===== config.mk =====
export PLATFORM = sky130hd
export DESIGN_NAME = iotlb_completion_granularity
export DESIGN_NICKNAME = d
export VERILOG_FILES = /design/src/core/iotlb_gran_pkg.sv /design/src/core/iotlb_completion_granularity.sv
export VERILOG_INCLUDE_DIRS = /design/src /design/src/core
export SDC_FILE = /design/constraint.sdc
export NUM_CORES = 1
export LEC_CHECK = 0
export BUFFER_PORTS_ARGS = -buffer_cell sky130_fd_sc_hd__buf_2
export CAP_MARGIN = 20
export CORE_ASPECT_RATIO = 0.9
export CORE_MARGIN = 4
export CORE_UTILIZATION = 55
export CTS_CLUSTER_DIAMETER = 30
export CTS_CLUSTER_SIZE = 24
export DETAILED_ROUTE_END_ITERATION = 8
export GPL_TIMING_DRIVEN = 0
export MAX_ROUTING_LAYER = met4
export PLACE_DENSITY = 0.8
export REMOVE_ABC_BUFFERS = 1
export SYNTH_ARGS = -nofsm -noshare
export SYNTH_HDL_FRONTEND = slang
export SYNTH_SLANG_ARGS = --single-unit

===== constraint.sdc =====
create_clock -name clk -period 2.72 [get_ports clk]
set_clock_uncertainty 0.2 [all_clocks]
set_input_delay 0.136 -clock clk [delete_from_list [all_inputs] [get_ports clk]]
set_output_delay 0.136 -clock clk [all_outputs]
set_load 0.05 [all_outputs]

===== src/core/iotlb_gran_defines.svh =====
// constants for the invalidation completion block
// assumes inclusion by the core module
`ifndef IOTLB_GRAN_DEFINES_SVH
`define IOTLB_GRAN_DEFINES_SVH
`define GRAN_ERROR        2'h0
`define GRAN_GLOBAL       2'h1
`define GRAN_DOMAIN       2'h2
`define GRAN_PAGE         2'h3
`define TTM_LEGACY        2'h0
`define MAJOR_VER_QI_ONLY 4'h6
`define ADDR_INV_REQ      4'h0
`define ADDR_INV_ADDR     4'h1
`define ADDR_STATUS       4'h2
`define ADDR_IRQ_CLEAR    4'h3
`define ADDR_IRQ_ENABLE   4'h4
`define ADDR_CONFIG       4'h5
`define REQ_FLAG_BIT      63
`define REQ_GRAN_HI       61
`define REQ_GRAN_LO       60
`define REQ_ACT_HI        58
`define REQ_ACT_LO        57
`define REQ_DID_LO        0
`define ADDR_MASK_HI      5
`define CFG_TTM_LO        0
`define CFG_VER_LO        4
`define RESET_WORD        64'h0
`endif


===== src/core/iotlb_gran_pkg.sv =====
// types for the invalidation completion block
// assumes the defines header sits beside it
package iotlb_gran_pkg;
    typedef enum logic [2:0] {
        ST_IDLE  = 3'b001,
        ST_CHECK = 3'b010,
        ST_WORK  = 3'b100
    } inv_state_t;

    typedef struct packed {
        logic [3:0]  addr;
        logic [63:0] wdata;
        logic        wr;
        logic        rd;
    } reg_req_t;

    typedef struct packed {
        inv_state_t  state;
        logic        flag;
        logic [1:0]  req_gran;
        logic [1:0]  act_gran;
        logic [15:0] domain;
        logic [63:0] inv_addr;
        logic [1:0]  table_mode_select;
        logic [3:0]  major_ver;
        logic [1:0]  status;
        logic [1:0]  irq_en;
        logic [1:0]  plan_gran;
        logic [7:0]  work_cnt;
        logic [63:0] rdata;
    } inv_core_t;
endpackage


===== src/core/iotlb_completion_granularity.sv =====
// register-driven iotlb invalidation with actual granularity report
// assumes a single-cycle register master synchronous to clk
`timescale 1ns/100ps
`include "iotlb_gran_defines.svh"
module iotlb_completion_granularity
    import iotlb_gran_pkg::*;
#(
    parameter int WORK_CYCLES   = 4,
    parameter int MAX_ADDR_MASK = 9
) (
    input  wire logic             clk,
    input  wire logic             arst_n,
    input  wire iotlb_gran_pkg::reg_req_t bus,
    output logic [63:0]           rdata,
    output logic                  irq,
    output logic                  inv_busy,
    output logic [1:0]            inv_scope,
    output logic [15:0]           inv_domain
);
    import iotlb_gran_pkg::*;

    initial begin
        if (WORK_CYCLES < 1 || WORK_CYCLES > 255) begin
            $error("WORK_CYCLES out of range");
        end
        if (MAX_ADDR_MASK < 0 || MAX_ADDR_MASK > 63) begin
            $error("MAX_ADDR_MASK out of range");
        end
    end

    localparam logic [7:0] WORK_LAST = 8'(WORK_CYCLES - 1);
    localparam logic [5:0] MASK_MAX  = 6'(MAX_ADDR_MASK);

    inv_core_t core_reg;
    inv_core_t core_next;

    logic       incorrect;
    logic [1:0] applied;
    logic       req_start;
    logic [1:0] events;

    // judge the latched request
    always_comb begin
        incorrect = 1'b0;
        if (core_reg.table_mode_select != `TTM_LEGACY) begin
            incorrect = 1'b1;
        end
        if (core_reg.major_ver >= `MAJOR_VER_QI_ONLY) begin
            incorrect = 1'b1;
        end
        if (core_reg.req_gran == `GRAN_ERROR) begin
            incorrect = 1'b1;
        end
        if (core_reg.req_gran == `GRAN_PAGE &&
            core_reg.inv_addr[`ADDR_MASK_HI:0] > MASK_MAX) begin
            incorrect = 1'b1;
        end
        unique case (core_reg.req_gran)
            `GRAN_GLOBAL: applied = `GRAN_GLOBAL;
            `GRAN_DOMAIN: applied = `GRAN_DOMAIN;
            `GRAN_PAGE:   applied = `GRAN_PAGE;
            default:      applied = `GRAN_ERROR;
        endcase
        if (incorrect) begin
            applied = `GRAN_ERROR;
        end
    end

    assign req_start = bus.wr && bus.addr == `ADDR_INV_REQ &&
                       bus.wdata[`REQ_FLAG_BIT] && !core_reg.flag;

    always_comb begin
        core_next = core_reg;
        events    = 2'h0;
        core_next.rdata = `RESET_WORD;
        if (bus.wr) begin
            unique case (bus.addr)
                `ADDR_INV_REQ: begin
                    if (req_start) begin
                        core_next.flag     = 1'b1;
                        core_next.req_gran =
                            bus.wdata[`REQ_GRAN_HI:`REQ_GRAN_LO];
                        core_next.domain   = bus.wdata[`REQ_DID_LO +: 16];
                    end
                end
                `ADDR_INV_ADDR: begin
                    if (!core_reg.flag) begin
                        core_next.inv_addr = bus.wdata;
                    end
                end
                `ADDR_IRQ_ENABLE: core_next.irq_en = bus.wdata[1:0];
                `ADDR_CONFIG: begin
                    core_next.table_mode_select       = bus.wdata[`CFG_TTM_LO +: 2];
                    core_next.major_ver = bus.wdata[`CFG_VER_LO +: 4];
                end
                default: ;
            endcase
        end
        unique case (core_reg.state)
            ST_IDLE: begin
                if (req_start) begin
                    core_next.state = ST_CHECK;
                end
            end
            ST_CHECK: begin
                core_next.plan_gran = applied;
                core_next.work_cnt  = 8'h0;
                core_next.state     = ST_WORK;
            end
            ST_WORK: begin
                if (core_reg.plan_gran == `GRAN_ERROR ||
                    core_reg.work_cnt == WORK_LAST) begin
                    core_next.flag     = 1'b0;
                    core_next.act_gran = core_reg.plan_gran;
                    core_next.state    = ST_IDLE;
                    events[0] = 1'b1;
                    events[1] = core_reg.plan_gran == `GRAN_ERROR;
                end else begin
                    core_next.work_cnt = core_reg.work_cnt + 8'h1;
                end
            end
        endcase
        // clear then set, so a same-cycle event survives
        if (bus.wr && bus.addr == `ADDR_IRQ_CLEAR) begin
            core_next.status = core_reg.status & ~bus.wdata[1:0];
        end
        core_next.status = core_next.status | events;
        if (bus.rd) begin
            unique case (bus.addr)
                `ADDR_INV_REQ: begin
                    core_next.rdata[`REQ_FLAG_BIT] = core_reg.flag;
                    core_next.rdata[`REQ_GRAN_HI:`REQ_GRAN_LO] =
                        core_reg.req_gran;
                    core_next.rdata[`REQ_ACT_HI:`REQ_ACT_LO] =
                        core_reg.act_gran;
                    core_next.rdata[`REQ_DID_LO +: 16] = core_reg.domain;
                end
                `ADDR_INV_ADDR:   core_next.rdata = core_reg.inv_addr;
                `ADDR_STATUS:     core_next.rdata[1:0] = core_reg.status;
                `ADDR_IRQ_ENABLE: core_next.rdata[1:0] = core_reg.irq_en;
                `ADDR_CONFIG: begin
                    core_next.rdata[`CFG_TTM_LO +: 2] = core_reg.table_mode_select;
                    core_next.rdata[`CFG_VER_LO +: 4] = core_reg.major_ver;
                end
                default: ;
            endcase
        end
    end

    always_ff @(posedge clk or negedge arst_n) begin
        if (!arst_n) begin
            core_reg       <= '0;
            core_reg.state <= ST_IDLE;
        end else begin
            core_reg <= core_next;
        end
    end

    assign rdata      = core_reg.rdata;
    assign irq        = |(core_reg.status & core_reg.irq_en);
    assign inv_busy   = core_reg.state == ST_WORK &&
                        core_reg.plan_gran != `GRAN_ERROR;
    assign inv_scope  = core_reg.plan_gran;
    assign inv_domain = core_reg.domain;

    property p_act_on_clear;
        @(posedge clk) disable iff (!arst_n)
        $fell(core_reg.flag) |-> core_reg.act_gran == $past(core_reg.plan_gran);
    endproperty
    a_act_on_clear: assert property (p_act_on_clear)
        else $error("actual granularity not updated at completion");

    property p_err_no_work;
        @(posedge clk) disable iff (!arst_n)
        core_reg.state == ST_WORK && core_reg.plan_gran == `GRAN_ERROR
            |-> !inv_busy ##1 !core_reg.flag;
    endproperty
    a_err_no_work: assert property (p_err_no_work)
        else $error("incorrect request performed work");

    property p_ttm_err;
        @(posedge clk) disable iff (!arst_n)
        core_reg.state == ST_CHECK && core_reg.table_mode_select != `TTM_LEGACY
            |=> core_reg.plan_gran == `GRAN_ERROR;
    endproperty
    a_ttm_err: assert property (p_ttm_err)
        else $error("non-legacy table mode not rejected");

    property p_mask_err;
        @(posedge clk) disable iff (!arst_n)
        core_reg.state == ST_CHECK && core_reg.req_gran == `GRAN_PAGE &&
        core_reg.inv_addr[`ADDR_MASK_HI:0] > MASK_MAX
            |=> core_reg.plan_gran == `GRAN_ERROR;
    endproperty
    a_mask_err: assert property (p_mask_err)
        else $error("unsupported mask not rejected");

    property p_ver_err;
        @(posedge clk) disable iff (!arst_n)
        core_reg.state == ST_CHECK &&
        core_reg.major_ver >= `MAJOR_VER_QI_ONLY
            |=> core_reg.plan_gran == `GRAN_ERROR;
    endproperty
    a_ver_err: assert property (p_ver_err)
        else $error("new version register request not rejected");

    property p_global;
        @(posedge clk) disable iff (!arst_n)
        core_reg.state == ST_CHECK && !incorrect &&
        core_reg.req_gran == `GRAN_GLOBAL
            |=> core_reg.plan_gran == `GRAN_GLOBAL;
    endproperty
    a_global: assert property (p_global)
        else $error("global request misreported");

    property p_domain;
        @(posedge clk) disable iff (!arst_n)
        core_reg.state == ST_CHECK && !incorrect &&
        core_reg.req_gran == `GRAN_DOMAIN
            |=> core_reg.plan_gran == `GRAN_DOMAIN;
    endproperty
    a_domain: assert property (p_domain)
        else $error("domain request misreported");

    property p_page_only;
        @(posedge clk) disable iff (!arst_n)
        $fell(core_reg.flag) && core_reg.act_gran == `GRAN_PAGE
            |-> core_reg.req_gran == `GRAN_PAGE;
    endproperty
    a_page_only: assert property (p_page_only)
        else $error("page report without page request");

    property p_complete;
        @(posedge clk) disable iff (!arst_n)
        $rose(core_reg.flag) |-> ##[2:258] !core_reg.flag;
    endproperty
    a_complete: assert property (p_complete)
        else $error("request flag not cleared in time");

    property p_stable;
        @(posedge clk) disable iff (!arst_n)
        !$fell(core_reg.flag) |-> $stable(core_reg.act_gran);
    endproperty
    a_stable: assert property (p_stable)
        else $error("actual granularity changed outside completion");
endmodule


Yosys cells after proc, flatten, opt, wreduce, memory -nomap -nowiden. Cells that the tools add are included.

$add $sub $neg: 1. $lt $le $gt $ge: 2. Eq/ne operators: 15. Muxes and demuxes: 29. Bitwise operators: 5. Reductions and logical operators: 22.

Operators by type and width (number): two-way mux 64 bit (1); two-way mux 41 bit (1); case mux 8 bit (2 select lines) (2); two-way mux 3 bit (4); case mux 2 bit (2 select lines) (3); case mux 4 bit (3 select lines) (1); case mux 2 bit (5 select lines) (1); AND reduction 2 bit (5); case mux 3 bit (3 select lines) (1); adder 8 x 1 -> 8 bit, second input constant (1); equality test 4 x 2 -> 1 bit, second input constant (2); equality test 4 x 3 -> 1 bit, second input constant (2); equality test 8 x 2 -> 1 bit, second input constant (1); two-way mux 2 bit (4); two-way mux 8 bit (1); two-way mux 1 bit (7); > comparator 6 x 4 -> 1 bit, second input constant (1); logical AND 1 bit (6); inequality test 2 bit, second input constant (3); case mux 2 bit (3 select lines) (1); AND reduction 3 bit (2); nonzero test 2 bit (3); AND 2 bit (2); equality test 2 bit, second input constant (2); other kinds (16) (17).

Bits in registers: 172. Input bits: 72. Word-level logic and storage cells: 87.

Longest topological paths before layout.
Depth after elaboration: 9. Mapped depth: 6.

Worst setup path after synthesis. No wires, ideal clock.

Path type: register to output. Start point: register core_reg[170] in the netlist's numbering. End point: output port inv_busy. Data arrival time: 1.765 ns. Path slack: 0.619 ns. Stages on the path, launching flop included: 5. Path buffers: 2. Cells stage by stage: dfrtp_1 -> or3b_1 -> buf_2 -> clkbuf_1 -> nor2_1.

Cells in the longest elaborated chain, start to end: 2.

RTL lines: from (decl) (RTL line iotlb_completion_granularity.sv:34) `inv_core_t core_reg;`; from (signal assigned) (RTL line iotlb_completion_granularity.sv:155) `core_reg <= core_next;`; equality test 3 bit (RTL line iotlb_completion_granularity.sv:161) `assign inv_busy = core_reg.state == ST_WORK &&`; logical AND 1 bit (no line); to (decl) (RTL line iotlb_completion_granularity.sv:16) `output logic inv_busy,`.

Every way passes these cells.

Final worst setup path.
Start point: input port bus[66] in the netlist's numbering. End point: register core_reg, in the netlist inv_domain[14].

Cells in the longest elaborated chain, start to end: 5.

RTL lines: from (decl) (RTL line iotlb_completion_granularity.sv:13) `input wire iotlb_gran_pkg::reg_req_t bus,`; zero test 4 bit (*) (RTL line iotlb_completion_granularity.sv:77) `unique case (bus.addr)`; logical AND 1 bit (no line); logical AND 1 bit (2 in a row) (RTL line iotlb_completion_granularity.sv:69) `` assign req_start = bus.wr && bus.addr == `ADDR_INV_REQ && ``; AND reduction 3 bit (no line) (*).

Every way passes the cells marked *; elsewhere a longest branch is shown, timed or not. A chain may end at the register's enable or synchronous reset.

==> results.md <==
* Outcome: finished clean
* FF+latch count, synth at 172
* Worst min-delay path class: primary input to async pin
* Max Freq at 403.6 MHz
* Global-route wire length before repair at 26830 um
* Via density at 5.519
* Min Tclk post-route at 2.478 ns
* Post-Synthesis Cells at 565
* Max reg flops at 90
* Total grt overflow at 0
* Power density over cell area at 853.3 nW/um2
* Final number of hold-violating endpoints at 0
* Synth area leaders: dfrtp_1, mux2_2, buf_4, and3_1, a22o_1
* CTS max path bufs at 2
* Multi-input logic area at 2218 um2
* LEAKAGE at 0.004600 uW
* Clock Sinks at 172
* Fin crit share at 91.10%
* Final Core Density at 69.75%
* Vias in the first global route at 5137
* Clock Latency Late Sink at 0.42 ns
* R2r worst-path depth at 3
* DRC Markers at 0
* Vias post-DR at 4840
* Die Span X at 129.8 um
* CP Data Required Time at 2.82 ns
* R2r endpoint: inv_domain[14]
* Initial Util at 57.03%
* Endpoint class of the critical path: register
* R2R setup slack at 0.47 ns
* Initial antenna violation count at 0
* Critical Path AT at 2.58 ns
* DPL Wire Length at 10130 um
* Share of layout cells above drive strength 1 at 40.39%
* Worst Setup Path Type: primary input to register
* DIE HEIGHT at 117.6 um
* Final worst setup slack at 0.2421 ns
* TritonCTS Buffers at 17
* Final slew viol count at 0
* Reg area at 4305 um2
* Share of the synthesized area in the top cell type at 58.24%
* Post-Place Setup Slack at 0.2108 ns
* Yosys warning total at 0
* Sequential fraction of the synthesis area at 58.60%
* VDD IR-drop max at 585.7 uV
* RSZ-0062 raised after global routing: no
* GRT Total Usage at 23.07%
* Tightest Pin Transition at 1.013 ns
* Die area at 15270 um2
* CTS tree: done
* Synth cell count leaders: dfrtp_1, mux2_2, buf_4
* I/O Buffers at 155
* Num rows at 39
* Post-Syn Area at 7347 um2
* Overall routed net length at 16830 um
* Drt pass-1 iters at 4
* Post-synth EDFFs at 0
* CTS H-Tree Depth at 4
* Routed len/inst at 19.18 um
* Ant diodes at 0
* Max FO, Critical Path at 20
* Number of max-cap violations at 0
* FILL cells at 837
* Slew headroom at 32.44%
* Fin nets at 775
* Startpoint types: primary input
* Layout area overhead at 22.29%
* Num ports at 156
* Placed cell count at 777
* Synth Flop Type: dfrtp_1
* CTS Root Cell: clkbuf_16
* Most frequent cell after synthesis: dfrtp_1
* Largest net degree at the start of global routing at 97
* Clock Pin Slew Worst Setup and Hold Paths at 0.07 ns
* Setup violators final at 0
* Fin cells at 877
* Core area at 12880 um2
* Post-CTS sizing at 0
* Avg Inst Size Synth at 13.00 um2
* Cell taking the most area after synthesis: dfrtp_1
* Initial DRC count at 314
* Worst R2R Start: core_reg[168]
* Library cells used by synthesis at 45
* Ys async rst share at 100.0%
* DRT antenna net count at 0
* GPL Wtd Cong at 0.8089
==> where the power goes <==
part | switching (uW) | internal [uW] | leakage (uW)
Combinational | 961 | 698 | 0.00207
Sequential | 383 | 3140 | 0.00224
Clock | 967 | 1510 | 0.000292
Total | 2310 | 5360 | 0.00460
==> worst max-delay path, stage by stage <==
cell	delay, ns
dlygate4sd3_1	0.53
buf_2	0.23
and4bb_2	0.41
and2_1	0.82
mux2_2	0.43
==> final cells by class <==
class	count	share of cell area (%)
Clock buffer	21	5.236
Clock inverter	9	1.518
Inverter	6	0.2507
Multi-Input combinational cell	273	24.69
Sequential cell	172	47.92
Tap cell	164	2.284
Timing Repair Buffer	232	18.10
==> cell families (layout without fill, tap and decap cells) <==
family | count (synthesis) | after routing | synth area share (%)
AOI/OAI and AO/OA | 59 | 59 | 5.654
adders and majority gates | 1 | 1 | 0.1703
buffers and inverters | 120 | 268 | 11.21
DFF | 172 | 172 | 58.60
muxes | 94 | 94 | 14.31
and+or+nand+nor | 119 | 119 | 10.06
==> what timing repair did <==
item,4_1_cts,5_1_grt
endpoints found under the hold margin,171,0
buffers inserted,0,1
hold buffers,69,0
setup endpoints to repair,0,30
==> worst max-delay path by stage <==
| stage | startpoint | endpoint | cells after the start |
|---|---|---|---|
| 2_1_floorplan | bus[67] | core_reg[100] | 3 |
| 3_3_place_gp | bus[66] | core_reg[126] | 4 |
| 3_5_place_dp | bus[66] | core_reg[121] | 6 |
| 4_1_cts | bus[66] | core_reg[112] | 7 |
| 5_1_grt | bus[66] | inv_domain[14] | 5 |
| 6_report | bus[66] | inv_domain[14] | 5 |
==> placed cells by master, fill, tap and decap left out, types with 2 or more instances in the layout <==
master,netlist,layout
dfrtp_1,171,171
mux2i_1,6,6
mux2_2,88,88
buf_16,0,3
nor3_1,2,2
a22o_1,17,17
nand3_1,3,3
nand2_1,19,19
nand4_1,8,8
nor2_1,6,6
a2111oi_0,4,4
dlygate4sd3_1,0,69
and2_1,3,3
clkinv_4,0,2
buf_8,0,5
or4_1,2,2
o21ai_0,13,13
or3b_2,2,2
nand2b_1,3,3
o211ai_1,3,3
nor3b_1,10,10
nand3b_1,2,2
buf_2,7,154
clkbuf_8,0,3
clkbuf_16,0,17
and3_1,48,48
inv_1,6,6
a21oi_1,10,10
o31ai_1,5,5
bufinv_16,0,3
nor4_1,2,2
clkinvlp_4,0,2
==> stage by stage <==
step | instance area [um2] | total power (uW) | hold slack [ns] | setup TNS (ns)
after floorplan | 6546 | 4565 | -0.3596 | -81.21
after global placement | 7527 | 4972 | 0.1685 | -440.55
after detailed placement | 7680 | 5097 | -0.05986 | 0
after CTS | 8977 | 7642 | 0.09998 | 0
after global routing | 8985 | 7987 | 0.1147 | 0
final | 8985 | 7666 | 0.07225 | 0
==> routing by layer <==
layer | up-vias | share of wire [%] | wire length [um] | GRT usage [%]
met4 | 0 | 2.8 | 465 | 8.442
li1 | 2183 | - | - | -
met3 | 30 | 4.8 | 814 | 4.356
met5 | - | 0 | 0 | -
met2 | 152 | 52 | 8762 | 38.69
met1 | 2475 | 40 | 6782 | 27.73
Power figures use the tool's default switching activity.
